File: src/rtl/ufdr_pkg.sv
// Behaviour
// Each written byte goes out LSB first with start, data, parity, stop bits.
// FIFO enabled: each holding write enters 128-byte transmit FIFO, pointer advances.
// Non-FIFO: holding-empty status bit 5 sets when byte moves to shifter.
// Transmit-empty interrupt status bit 1 only while enable bit 1 set.
// Non-FIFO: transmitter-empty bit 6 sets once shifter fully shifted out.
// FIFO mode: holding-empty bit 5 set whenever transmit FIFO is empty.
// FIFO mode: transmit-empty interrupt when fill falls below transmit trigger.
// FIFO mode: transmitter-empty bit 6 only when FIFO and shifter empty.
// Falling edge starts count; sample after 8 (16X) or 4 (8X) clocks.
// Data, parity and stop bits sampled at centre, same count as start.
// Errors of head character shown in line status bits 2 to 4.
// Receive FIFO is 128 entries of 8 data plus 3 error tag bits.
// Holding read pops FIFO, presents next byte, updates error bits at once.
// Receive-ready interrupt per character or at trigger, gated by enable bit 0.
// Waiting data plus four words and 12 bits of silence raises timeout.
// Auto RTS needs feature bit 6 and host setting modem control bit 1.
// Enable bit 6 writable after feature bit 4; RTS rise sets status bit 5.
// Auto RTS: off at upper limit, on at lower limit, accept until full.
// Upper limit is next higher trigger level, lower is next lower.
// Auto CTS needs feature bit 7; high CTS with enable bit 7 sets bit 5.
// Auto CTS high: finish current character, start none, resume when low.
// Remote transmitter stops after its shifter empties once RTS deasserted.
// Bit period is 16 sampling clocks in 16X mode, 8 in 8X mode.
// Start bit failing centre check is dropped; wait for next falling edge.
// FIFO disabled: each path acts as a single-byte holding register.
package ufdr_pkg;
	localparam int FIFO_DEPTH = 128;
	localparam int DATA_W = 8;
	localparam int TAG_W = 3;
	localparam logic [5:0] OFS_DATA = 6'h00;
	localparam logic [5:0] OFS_IER = 6'h04;
	localparam logic [5:0] OFS_ISR = 6'h08;
	localparam logic [5:0] OFS_FCR = 6'h0C;
	localparam logic [5:0] OFS_LCR = 6'h10;
	localparam logic [5:0] OFS_LSR = 6'h14;
	localparam logic [5:0] OFS_MCR = 6'h18;
	localparam logic [5:0] OFS_EFR = 6'h1C;
	localparam logic [5:0] OFS_TRIG = 6'h20;
	localparam logic [1:0] RESP_OKAY = 2'h0;
	localparam logic [1:0] RESP_SLVERR = 2'h2;
	localparam int IER_RX = 0;
	localparam int IER_TX = 1;
	localparam int IER_RTS = 6;
	localparam int IER_CTS = 7;
	localparam int FCR_EN = 0;
	localparam int FCR_RXRST = 1;
	localparam int FCR_TXRST = 2;
	localparam int EFR_ENH = 4;
	localparam int EFR_ARTS = 6;
	localparam int EFR_ACTS = 7;
	localparam int MCR_RTS = 1;
	localparam int LCR_STOP2 = 2;
	localparam int LCR_PAREN = 3;
	localparam int LCR_EVEN = 4;
	localparam logic [4:0] RST_LCR = 5'h03;
	localparam logic [3:0] BIT16_M1 = 4'hF;
	localparam logic [3:0] BIT8_M1 = 4'h7;
	localparam logic [3:0] HALF16_M1 = 4'h7;
	localparam logic [3:0] HALF8_M1 = 4'h3;
	localparam int TO_WORDS = 4;
	localparam int TO_BITS = 12;
	localparam int WL_BASE = 5;
	localparam int TO_W = 10;

	function automatic logic [7:0] ufdr_trig(input logic [1:0] idx);
		case (idx)
			2'h0: ufdr_trig = 8'h08;
			2'h1: ufdr_trig = 8'h10;
			2'h2: ufdr_trig = 8'h18;
			default: ufdr_trig = 8'h1C;
		endcase
	endfunction

	// Hysteresis limits from neighbouring table entries; 8'h20 above the top entry and 8'h00 below the first
	function automatic logic [7:0] ufdr_trig_hi(input logic [1:0] idx);
		ufdr_trig_hi = (idx == 2'h3) ? 8'h20 : ufdr_trig(idx + 2'h1);
	endfunction

	function automatic logic [7:0] ufdr_trig_lo(input logic [1:0] idx);
		ufdr_trig_lo = (idx == 2'h0) ? 8'h00 : ufdr_trig(idx - 2'h1);
	endfunction
endpackage

File: src/rtl/ufdr_top.sv
`timescale 1ns/1ps
module ufdr_top #(
	parameter int FIFO_DEPTH = ufdr_pkg::FIFO_DEPTH
) (
	input wire logic sys_clk,
	input wire logic rstn,
	input wire logic ce,
	input wire logic [5:0] s_axi_awaddr,
	input wire logic s_axi_awvalid,
	output logic s_axi_awready,
	input wire logic [31:0] s_axi_wdata,
	input wire logic [3:0] s_axi_wstrb,
	input wire logic s_axi_wvalid,
	output logic s_axi_wready,
	output logic [1:0] s_axi_bresp,
	output logic s_axi_bvalid,
	input wire logic s_axi_bready,
	input wire logic [5:0] s_axi_araddr,
	input wire logic s_axi_arvalid,
	output logic s_axi_arready,
	output logic [31:0] s_axi_rdata,
	output logic [1:0] s_axi_rresp,
	output logic s_axi_rvalid,
	input wire logic s_axi_rready,
	input wire logic sample_tick,
	input wire logic sampling_rate_select,
	input wire logic rx_line,
	output logic tx_line,
	input wire logic cts_n,
	output logic rts_n,
	output logic int_req
);
	import ufdr_pkg::*;

	localparam int PW = $clog2(FIFO_DEPTH);
	localparam int CW = PW + 1;
	localparam int RW = DATA_W + TAG_W;

	typedef enum logic [2:0] {
		UFDR_IDLE = 3'b000,
		UFDR_START = 3'b001,
		UFDR_DATA = 3'b010,
		UFDR_PAR = 3'b011,
		UFDR_STOP = 3'b100
	} ufdr_ser_e;

	typedef struct packed {
		logic aw_hold;
		logic [5:0] aw_addr;
		logic w_hold;
		logic [7:0] w_data;
		logic w_lane0;
		logic bvalid;
		logic [1:0] bresp;
		logic rvalid;
		logic [1:0] rresp;
		logic [31:0] rdata;
		logic [7:0] interrupt_enable;
		logic fifo_en;
		logic [1:0] rx_trig;
		logic [1:0] tx_trig;
		logic [4:0] line_control;
		logic mcr_rts;
		logic efr_enh;
		logic efr_arts;
		logic efr_acts;
		logic [PW-1:0] tx_wp;
		logic [PW-1:0] tx_rp;
		logic [CW-1:0] tx_cnt;
		ufdr_ser_e tx_state;
		logic [3:0] tx_sub;
		logic [2:0] tx_bit;
		logic [7:0] tx_shift;
		logic tx_par;
		logic tx_line;
		logic [PW-1:0] rx_wp;
		logic [PW-1:0] rx_rp;
		logic [CW-1:0] rx_cnt;
		ufdr_ser_e rx_state;
		logic [3:0] rx_sub;
		logic [2:0] rx_bit;
		logic [7:0] rx_shift;
		logic rx_par;
		logic rx_perr;
		logic rx_prev;
		logic rx_ovr;
		logic [TO_W-1:0] to_cnt;
		logic rx_to;
		logic rts_off;
		logic rts_n;
		logic flow_flag;
	} ufdr_state_s;

	ufdr_state_s st;
	ufdr_state_s next_st;
	logic [7:0] tx_rd_data;
	logic [RW-1:0] rx_rd_data;
	logic tx_push;
	logic tx_pop;
	logic rx_push;
	logic [RW-1:0] rx_wd;
	logic rx_pop;
	logic tx_emp_int;
	logic rx_rdy_int;
	logic [7:0] isr_val;
	logic [7:0] lsr_val;

	ufdr_mem #(.WIDTH(DATA_W), .DEPTH(FIFO_DEPTH)) u_tx_mem (
		.sys_clk(sys_clk),
		.en(ce),
		.we(tx_push),
		.wr_addr(st.tx_wp),
		.wr_data(st.w_data),
		.rd_addr(next_st.tx_rp),
		.rd_data(tx_rd_data)
	);

	ufdr_mem #(.WIDTH(RW), .DEPTH(FIFO_DEPTH)) u_rx_mem (
		.sys_clk(sys_clk),
		.en(ce),
		.we(rx_push),
		.wr_addr(st.rx_wp),
		.wr_data(rx_wd),
		.rd_addr(next_st.rx_rp),
		.rd_data(rx_rd_data)
	);

	// Interrupt and line status views
	always_comb
	begin
		tx_emp_int = st.interrupt_enable[IER_TX] && (st.fifo_en
			? st.tx_cnt < CW'(ufdr_trig(st.tx_trig))
			: st.tx_cnt == '0);
		rx_rdy_int = st.interrupt_enable[IER_RX] && (st.fifo_en
			? st.rx_cnt >= CW'(ufdr_trig(st.rx_trig))
			: st.rx_cnt != '0);
		isr_val = 8'h00;
		isr_val[1] = tx_emp_int;
		isr_val[2] = rx_rdy_int;
		isr_val[3] = st.rx_to && st.interrupt_enable[IER_RX];
		isr_val[5] = st.flow_flag;
		isr_val[0] = |isr_val[7:1];
		lsr_val = 8'h00;
		lsr_val[0] = st.rx_cnt != '0;
		lsr_val[1] = st.rx_ovr;
		lsr_val[4:2] = lsr_val[0] ? rx_rd_data[RW-1:DATA_W] : 3'h0;
		lsr_val[5] = st.tx_cnt == '0;
		lsr_val[6] = st.tx_cnt == '0 && st.tx_state == UFDR_IDLE;
	end

	always_comb
	begin
		logic [3:0] bit_m1;
		logic [3:0] half_m1;
		logic [2:0] nbits_m1;
		logic [CW-1:0] cap;
		logic [TO_W-1:0] to_limit;
		logic tx_clr;
		logic rx_clr;
		logic bit_end;
		next_st = st;
		tx_push = 1'b0;
		tx_pop = 1'b0;
		rx_push = 1'b0;
		rx_pop = 1'b0;
		rx_wd = '0;
		tx_clr = 1'b0;
		rx_clr = 1'b0;
		bit_m1 = sampling_rate_select ? BIT16_M1 : BIT8_M1;
		half_m1 = sampling_rate_select ? HALF16_M1 : HALF8_M1;
		nbits_m1 = 3'h4 + {1'b0, st.line_control[1:0]};
		cap = st.fifo_en ? CW'(FIFO_DEPTH) : CW'(1);
		to_limit = TO_W'((TO_WORDS * (WL_BASE + int'(st.line_control[1:0]))
			+ TO_BITS) * (int'(bit_m1) + 1));
		bit_end = 1'b0;

		// Register bus, write side
		if (s_axi_awvalid && s_axi_awready)
		begin
			next_st.aw_hold = 1'b1;
			next_st.aw_addr = s_axi_awaddr;
		end
		if (s_axi_wvalid && s_axi_wready)
		begin
			next_st.w_hold = 1'b1;
			next_st.w_data = s_axi_wdata[7:0];
			next_st.w_lane0 = s_axi_wstrb[0];
		end
		if (st.bvalid && s_axi_bready)
			next_st.bvalid = 1'b0;
		if (st.aw_hold && st.w_hold && !st.bvalid)
		begin
			next_st.aw_hold = 1'b0;
			next_st.w_hold = 1'b0;
			next_st.bvalid = 1'b1;
			next_st.bresp = RESP_OKAY;
			case ({st.aw_addr[5:2], 2'b00})
				OFS_DATA:
					if (st.w_lane0 && st.tx_cnt < cap)
						tx_push = 1'b1;
				OFS_IER:
					if (st.w_lane0)
					begin
						next_st.interrupt_enable[3:0] = st.w_data[3:0];
						if (st.efr_enh)
							next_st.interrupt_enable[7:4] = st.w_data[7:4];
					end
				OFS_FCR:
					if (st.w_lane0)
					begin
						next_st.fifo_en = st.w_data[FCR_EN];
						rx_clr = st.w_data[FCR_RXRST]
							|| st.w_data[FCR_EN] != st.fifo_en;
						tx_clr = st.w_data[FCR_TXRST]
							|| st.w_data[FCR_EN] != st.fifo_en;
					end
				OFS_LCR:
					if (st.w_lane0)
						next_st.line_control = st.w_data[4:0];
				OFS_MCR:
					if (st.w_lane0)
						next_st.mcr_rts = st.w_data[MCR_RTS];
				OFS_EFR:
					if (st.w_lane0)
					begin
						next_st.efr_enh = st.w_data[EFR_ENH];
						next_st.efr_arts = st.w_data[EFR_ARTS];
						next_st.efr_acts = st.w_data[EFR_ACTS];
					end
				OFS_TRIG:
					if (st.w_lane0)
					begin
						next_st.rx_trig = st.w_data[1:0];
						next_st.tx_trig = st.w_data[5:4];
					end
				OFS_ISR, OFS_LSR:
					next_st.bresp = RESP_OKAY;
				default:
					next_st.bresp = RESP_SLVERR;
			endcase
		end

		// Register bus, read side
		if (st.rvalid && s_axi_rready)
			next_st.rvalid = 1'b0;
		if (s_axi_arvalid && s_axi_arready)
		begin
			next_st.rvalid = 1'b1;
			next_st.rresp = RESP_OKAY;
			next_st.rdata = 32'h0000_0000;
			case ({s_axi_araddr[5:2], 2'b00})
				OFS_DATA:
					if (st.rx_cnt != '0)
					begin
						next_st.rdata[7:0] = rx_rd_data[7:0];
						rx_pop = 1'b1;
						next_st.to_cnt = '0;
						next_st.rx_to = 1'b0;
					end
				OFS_IER:
					next_st.rdata[7:0] = st.interrupt_enable;
				OFS_ISR:
				begin
					next_st.rdata[7:0] = isr_val;
					next_st.flow_flag = 1'b0;
				end
				OFS_FCR:
					next_st.rdata[FCR_EN] = st.fifo_en;
				OFS_LCR:
					next_st.rdata[4:0] = st.line_control;
				OFS_LSR:
				begin
					next_st.rdata[7:0] = lsr_val;
					next_st.rx_ovr = 1'b0;
				end
				OFS_MCR:
					next_st.rdata[MCR_RTS] = st.mcr_rts;
				OFS_EFR:
				begin
					next_st.rdata[EFR_ENH] = st.efr_enh;
					next_st.rdata[EFR_ARTS] = st.efr_arts;
					next_st.rdata[EFR_ACTS] = st.efr_acts;
				end
				OFS_TRIG:
					next_st.rdata[7:0] = {2'b00, st.tx_trig, 2'b00, st.rx_trig};
				default:
					next_st.rresp = RESP_SLVERR;
			endcase
		end

		// Transmitter
		if (sample_tick)
		begin
			bit_end = st.tx_sub == bit_m1;
			next_st.tx_sub = bit_end ? 4'h0 : st.tx_sub + 4'h1;
			case (st.tx_state)
				UFDR_IDLE:
				begin
					next_st.tx_sub = 4'h0;
					if (st.tx_cnt != '0 && !(st.efr_acts && cts_n))
					begin
						tx_pop = 1'b1;
						next_st.tx_shift = tx_rd_data;
						next_st.tx_state = UFDR_START;
						next_st.tx_line = 1'b0;
						next_st.tx_par = 1'b0;
					end
				end
				UFDR_START, UFDR_DATA:
					if (bit_end)
					begin
						if (st.tx_state == UFDR_DATA && st.tx_bit == nbits_m1)
						begin
							next_st.tx_bit = 3'h0;
							if (st.line_control[LCR_PAREN])
							begin
								next_st.tx_state = UFDR_PAR;
								next_st.tx_line = st.tx_par ^ ~st.line_control[LCR_EVEN];
							end
							else
							begin
								next_st.tx_state = UFDR_STOP;
								next_st.tx_line = 1'b1;
							end
						end
						else
						begin
							if (st.tx_state == UFDR_DATA)
								next_st.tx_bit = st.tx_bit + 3'h1;
							next_st.tx_state = UFDR_DATA;
							next_st.tx_line = st.tx_shift[0];
							next_st.tx_par = st.tx_par ^ st.tx_shift[0];
							next_st.tx_shift = {1'b0, st.tx_shift[7:1]};
						end
					end
				UFDR_PAR:
					if (bit_end)
					begin
						next_st.tx_state = UFDR_STOP;
						next_st.tx_line = 1'b1;
					end
				UFDR_STOP:
					if (bit_end)
					begin
						if (st.line_control[LCR_STOP2] && st.tx_bit == 3'h0)
							next_st.tx_bit = 3'h1;
						else
						begin
							next_st.tx_bit = 3'h0;
							next_st.tx_state = UFDR_IDLE;
						end
					end
				default:
					next_st.tx_state = UFDR_IDLE;
			endcase
		end

		// Receiver
		if (sample_tick)
		begin
			next_st.rx_prev = rx_line;
			bit_end = st.rx_sub == bit_m1;
			next_st.rx_sub = bit_end ? 4'h0 : st.rx_sub + 4'h1;
			case (st.rx_state)
				UFDR_IDLE:
				begin
					next_st.rx_sub = 4'h0;
					if (st.rx_prev && !rx_line)
						next_st.rx_state = UFDR_START;
				end
				UFDR_START:
					if (st.rx_sub == half_m1)
					begin
						next_st.rx_sub = 4'h0;
						next_st.rx_bit = 3'h0;
						next_st.rx_par = 1'b0;
						next_st.rx_perr = 1'b0;
						next_st.rx_shift = 8'h00;
						next_st.rx_state = rx_line ? UFDR_IDLE : UFDR_DATA;
					end
				UFDR_DATA:
					if (bit_end)
					begin
						next_st.rx_shift = {rx_line, st.rx_shift[7:1]};
						next_st.rx_par = st.rx_par ^ rx_line;
						next_st.rx_bit = st.rx_bit + 3'h1;
						if (st.rx_bit == nbits_m1)
							next_st.rx_state = st.line_control[LCR_PAREN]
								? UFDR_PAR : UFDR_STOP;
					end
				UFDR_PAR:
					if (bit_end)
					begin
						next_st.rx_perr = st.rx_par ^ rx_line ^ ~st.line_control[LCR_EVEN];
						next_st.rx_state = UFDR_STOP;
					end
				UFDR_STOP:
					if (bit_end)
					begin
						next_st.rx_state = UFDR_IDLE;
						rx_wd = {st.rx_shift == 8'h00 && !rx_line, !rx_line,
							st.rx_perr, st.rx_shift >> (2'h3 - st.line_control[1:0])};
						if (st.rx_cnt < cap)
							rx_push = 1'b1;
						else
							next_st.rx_ovr = 1'b1;
					end
				default:
					next_st.rx_state = UFDR_IDLE;
			endcase
			// Silence counter while data waits
			if (st.rx_cnt == '0 || rx_push || rx_pop)
				next_st.to_cnt = '0;
			else if (st.to_cnt == to_limit)
				next_st.rx_to = 1'b1;
			else
				next_st.to_cnt = st.to_cnt + TO_W'(1);
		end
		if (st.rx_cnt == '0)
			next_st.rx_to = 1'b0;

		// Pointer and level bookkeeping
		if (tx_clr)
		begin
			tx_push = 1'b0;
			next_st.tx_wp = '0;
			next_st.tx_rp = '0;
			next_st.tx_cnt = '0;
		end
		else
		begin
			next_st.tx_wp = st.tx_wp + PW'(tx_push);
			next_st.tx_rp = st.tx_rp + PW'(tx_pop);
			next_st.tx_cnt = st.tx_cnt + CW'(tx_push) - CW'(tx_pop);
		end
		if (rx_clr)
		begin
			rx_push = 1'b0;
			next_st.rx_wp = '0;
			next_st.rx_rp = '0;
			next_st.rx_cnt = '0;
		end
		else
		begin
			next_st.rx_wp = st.rx_wp + PW'(rx_push);
			next_st.rx_rp = st.rx_rp + PW'(rx_pop);
			next_st.rx_cnt = st.rx_cnt + CW'(rx_push) - CW'(rx_pop);
		end

		// Flow control
		if (!(st.efr_arts && st.mcr_rts))
			next_st.rts_off = 1'b0;
		else if (next_st.rx_cnt >= CW'(ufdr_trig_hi(st.rx_trig)))
			next_st.rts_off = 1'b1;
		else if (next_st.rx_cnt <= CW'(ufdr_trig_lo(st.rx_trig)))
			next_st.rts_off = 1'b0;
		next_st.rts_n = !next_st.mcr_rts || next_st.rts_off;
		if (!st.rts_n && next_st.rts_n && st.interrupt_enable[IER_RTS])
			next_st.flow_flag = 1'b1;
		if (st.interrupt_enable[IER_CTS] && cts_n)
			next_st.flow_flag = 1'b1;
	end

	always_ff @(posedge sys_clk)
	begin
		if (!rstn)
		begin
			st <= '0;
			st.line_control <= RST_LCR;
			st.tx_line <= 1'b1;
			st.rx_prev <= 1'b1;
			st.rts_n <= 1'b1;
		end
		else if (ce)
			st <= next_st;
	end

	assign s_axi_awready = !st.aw_hold && !st.bvalid;
	assign s_axi_wready = !st.w_hold && !st.bvalid;
	assign s_axi_bvalid = st.bvalid;
	assign s_axi_bresp = st.bresp;
	assign s_axi_arready = !st.rvalid;
	assign s_axi_rvalid = st.rvalid;
	assign s_axi_rdata = st.rdata;
	assign s_axi_rresp = st.rresp;
	assign tx_line = st.tx_line;
	assign rts_n = st.rts_n;
	assign int_req = isr_val[0];
endmodule

File: src/rtl/ufdr_mem.sv
`timescale 1ns/1ps
module ufdr_mem #(
	parameter int WIDTH = 8,
	parameter int DEPTH = 128,
	parameter int AW = $clog2(DEPTH)
) (
	input wire logic sys_clk,
	input wire logic en,
	input wire logic we,
	input wire logic [AW-1:0] wr_addr,
	input wire logic [WIDTH-1:0] wr_data,
	input wire logic [AW-1:0] rd_addr,
	output logic [WIDTH-1:0] rd_data
);
	logic [WIDTH-1:0] mem [DEPTH];

	always_ff @(posedge sys_clk)
	begin
		if (en)
		begin
			if (we)
				mem[wr_addr] <= wr_data;
			// Write-through so a just-written head is seen next cycle
			if (we && wr_addr == rd_addr)
				rd_data <= wr_data;
			else
				rd_data <= mem[rd_addr];
		end
	end
endmodule

File: config.mk
export PLATFORM = sky130hd
export DESIGN_NAME = ufdr_top
export DESIGN_NICKNAME = d
export VERILOG_FILES = /design/src/rtl/ufdr_pkg.sv /design/src/rtl/ufdr_top.sv /design/src/rtl/ufdr_mem.sv
export SDC_FILE = /design/constraint.sdc
export NUM_CORES = 2
export LEC_CHECK = 0
export BUFFER_PORTS_ARGS = -buffer_cell sky130_fd_sc_hd__buf_4
export CAP_MARGIN = 20
export CELL_PAD_IN_SITES_DETAIL_PLACEMENT = 0
export CELL_PAD_IN_SITES_GLOBAL_PLACEMENT = 1
export CORE_ASPECT_RATIO = 0.75
export CORE_MARGIN = 1
export CORE_UTILIZATION = 55
export DETAILED_ROUTE_END_ITERATION = 6
export PLACE_DENSITY_LB_ADDON = 0.15
export REMOVE_ABC_BUFFERS = 1
export SYNTH_ARGS = -nofsm -noshare
export SYNTH_HDL_FRONTEND = slang
export SYNTH_HIERARCHICAL = 1
export SYNTH_SLANG_ARGS = --single-unit
File: constraint.sdc
create_clock -name sys_clk -period 12.45 [get_ports sys_clk]
set_input_delay 2.49 -clock sys_clk [delete_from_list [all_inputs] [get_ports sys_clk]]
set_output_delay 2.49 -clock sys_clk [all_outputs]
set_load 0.01 [all_outputs]
==> metrics.txt <==
Compound-Gate Fraction of Synth Area=0.0516; cell count after synthesis=6010; hold path startpoint=st[118]; main combinational cell family by area after synthesis=multiplexers; DR vias/cell=6.47; Max Freq=0.127 GHz; fin crit share=0.634; CP arrival=8.47 ns; total gr overflow=0; Seq/Total Area, Yosys=0.719; vias in the first global route=54761; Worst EP required=13.02 ns; #FFs+latches synth=2600; # DRC=0; Post-synth EDFFs=2451; GRT Total Usage=0.275; post-synthesis simple-gate area fraction=0.0513; Cell Pwr Density=165 mW/mm2; mapped cell area=0.107 mm2; Final Cell Area=0.117 mm2; initial drt markers=7338; status=finished clean; post-synthesis mux area share=0.137; Final Hold Viols=0; Area Growth Syn to Fin=10.0%; area of the multi-input gates=0.0273 mm2; placed standard-cell area=0.109 mm2; kind of critical path=in -> reg; synth warn=6; Finish-stage setup viols=0; min Tclk post-route=7.89 ns; clock sink total=2600; worst hold path type=reg -> reg; Max Slew Vio Count=0; Hold Buf Count CTS=0; Critical R2R Launch=st[80]; ys flop type=edfxtp_1; # IOs=104; Post-synth ARST share=0; Antenna Nets Post-Route=0; Starting Density=0.555; WL per Instance=30.2 um; total core area=0.192 mm2; cells resized by post-CTS repair=0; CP Capture Type=flip-flop; RePlAce Congestion=0.867; Mapped Avg Cell Area=17.7 um2; die area=0.195 mm2; Max-Slew Margin vs Limit=0.220; input/output buffers=46; Sequential Area=0.0766 mm2; routed vias=57543; Yosys top cell by area=edfxtp_1; Max Cap Viol=0; DPL Wire Length=163 mm; # rows=139; first-pass GRT wire length=387 mm; Worst-Skew Late Latency=0.89 ns; Clock Tree Buf Depth=3; Root Driver=clkbuf_16; largest net degree at the start of global routing=106; overall power=19.3 mW; Die Y=383 um; XOR/XNOR share of the synthesized area=0.00550; htree depth=4; CP startpoint=s_axi_araddr[4]; initial antenna violation count=10; clock skew=0.0515 ns; RSZ-0062 raised after global routing=false; Min Hold Slack=0.472 ns; synth unique cells=106; worst vdd rail ir drop=254 uV; Fillers=13782; P_leak=32.2 nW; CTS Buf Count=235; crit-path max FO=42; Die X=510 um; DR pass1 iterations=5; Final #Nets=6273; adder-cell share of the synthesized area=0.00822; Setup crit start kind=input pin; Finished Core Util=0.611; transition time of the tightest slew-check pin=1.17 ns; total wire length=269 mm; layout cells sized above 1=0.175; post-synth top area share=0.691; top post-synthesis cells by area=edfxtp_1 (69%), mux4_2 (8.1%), mux2i_1 (4.2%); CTS tree=yes; Post-CTS Repair Setup Buffers=0; Reg clk slew, reported paths=0.07 ns
-- cells by family after synthesis --
group                    after synthesis
multiplexers                         908
XOR/XNOR                              66
buffers and inverters                442
AND/OR/NAND/NOR                     1133
adder cells (fa/ha/maj)               69
other                                  1
AO/OA/AOI/OAI                        791
flip-flops                          2600
-- critical path: stages --
cell and delay, ns:
buf_4 0.17, nor3_1 0.40, nand4_1 0.31, nor2_1 0.51
ha_1 0.28, ha_1 0.23, xnor2_1 0.19, nor2_4 0.06
buf_4 0.34, nand2b_2 0.75, buf_4 0.69, o221ai_1 0.30
a21oi_1 0.21, o21ai_0 0.36, a2111oi_2 0.98, a211oi_1 0.09
-- through the flow --
| step | instances | TNS [ns] | setup slack (ns) |
|---|---|---|---|
| detailed placement | 8381 | 0 | 3.86 |
| finish | 8894 | 0 | 4.56 |
| global placement | 8370 | 0 | 3.89 |
| floorplan | 5657 | -166.67 | -10.54 |
| global route | 8891 | 0 | 4.37 |
| CTS | 8820 | 0 | 4.78 |
-- final cells by class --
cell class,count,area share
Clock buffer,290,0.0527
Inverter,62,0.00199
Timing Repair Buffer,251,0.0182
Sequential cell,2600,0.654
Tap cell,2538,0.0271
Clock inverter,149,0.0132
Antenna cell,9,0.000192
Multi-Input combinational cell,2995,0.233
-- cells in the mapped netlist (19+ instances only) --
master / instances
a211oi_1: 37
a21boi_0: 39
a21oi_1: 142
a22oi_1: 21
a31oi_1: 42
and2_1: 41
buf_1: 19
buf_12: 24
buf_2: 70
buf_4: 62
buf_6: 48
clkbuf_1: 134
dfxtp_1: 149
edfxtp_1: 2451
ha_1: 66
inv_1: 59
mux2_2: 35
mux2i_1: 447
mux4_1: 40
mux4_2: 384
nand2_1: 260
nand2b_1: 25
nand3_1: 121
nand4_1: 36
nor2_1: 397
nor2b_1: 66
nor3_1: 52
o211ai_1: 20
o21ai_0: 84
o21ai_1: 20
o221ai_1: 107
o22ai_1: 148
xnor2_1: 30
xor2_1: 35
-- sequential cells by signal, summed over array words and instances (netlist names), 8 cells and up --
name	flops
u_tx_mem/rd_data	8
s_axi_rdata	8
u_tx_mem/mem	1024
u_rx_mem/mem	1408
u_rx_mem/rd_data	11
st	133
-- power breakdown --
group | switching [mW] | internal (mW) | total (mW)
logic | 1.30 | 1.16 | 2.45
clock network | 3.25 | 4.03 | 7.28
registers | 0.0546 | 9.51 | 9.56
total | 4.60 | 14.7 | 19.3
-- per-layer routing --
layer  share of wire  GRT usage  wire length [um]
met1            0.44      0.434            119000
met2            0.43      0.384            115000
met3            0.11     0.0697             28500
met4           0.022     0.0624              5820
met5               0          0                 0
-- layout by cell type, fill, tap and decap left out, drive strengths merged, types with 69 or more instances in the layout --
cell type  instances
edfxtp          2451
mux2i            447
mux4             424
nor2             398
clkbuf           292
nand2            261
buf              249
dfxtp            149
o22ai            148
a21oi            142
nand3            122
o221ai           113
o21ai            105
clkinv           104
inv               69
-- final timing paths --
path,endpoint,slack (ns),cells past startpoint
setup / recovery,u_rx_mem/rd_data[2],4.56,16
hold / removal,st[118],0.47,2
setup reg to reg,u_tx_mem/rd_data[4],5.97,18
hold reg to reg,st[118],0.47,2
No activity file was read; power rests on OpenSTA's default activity.
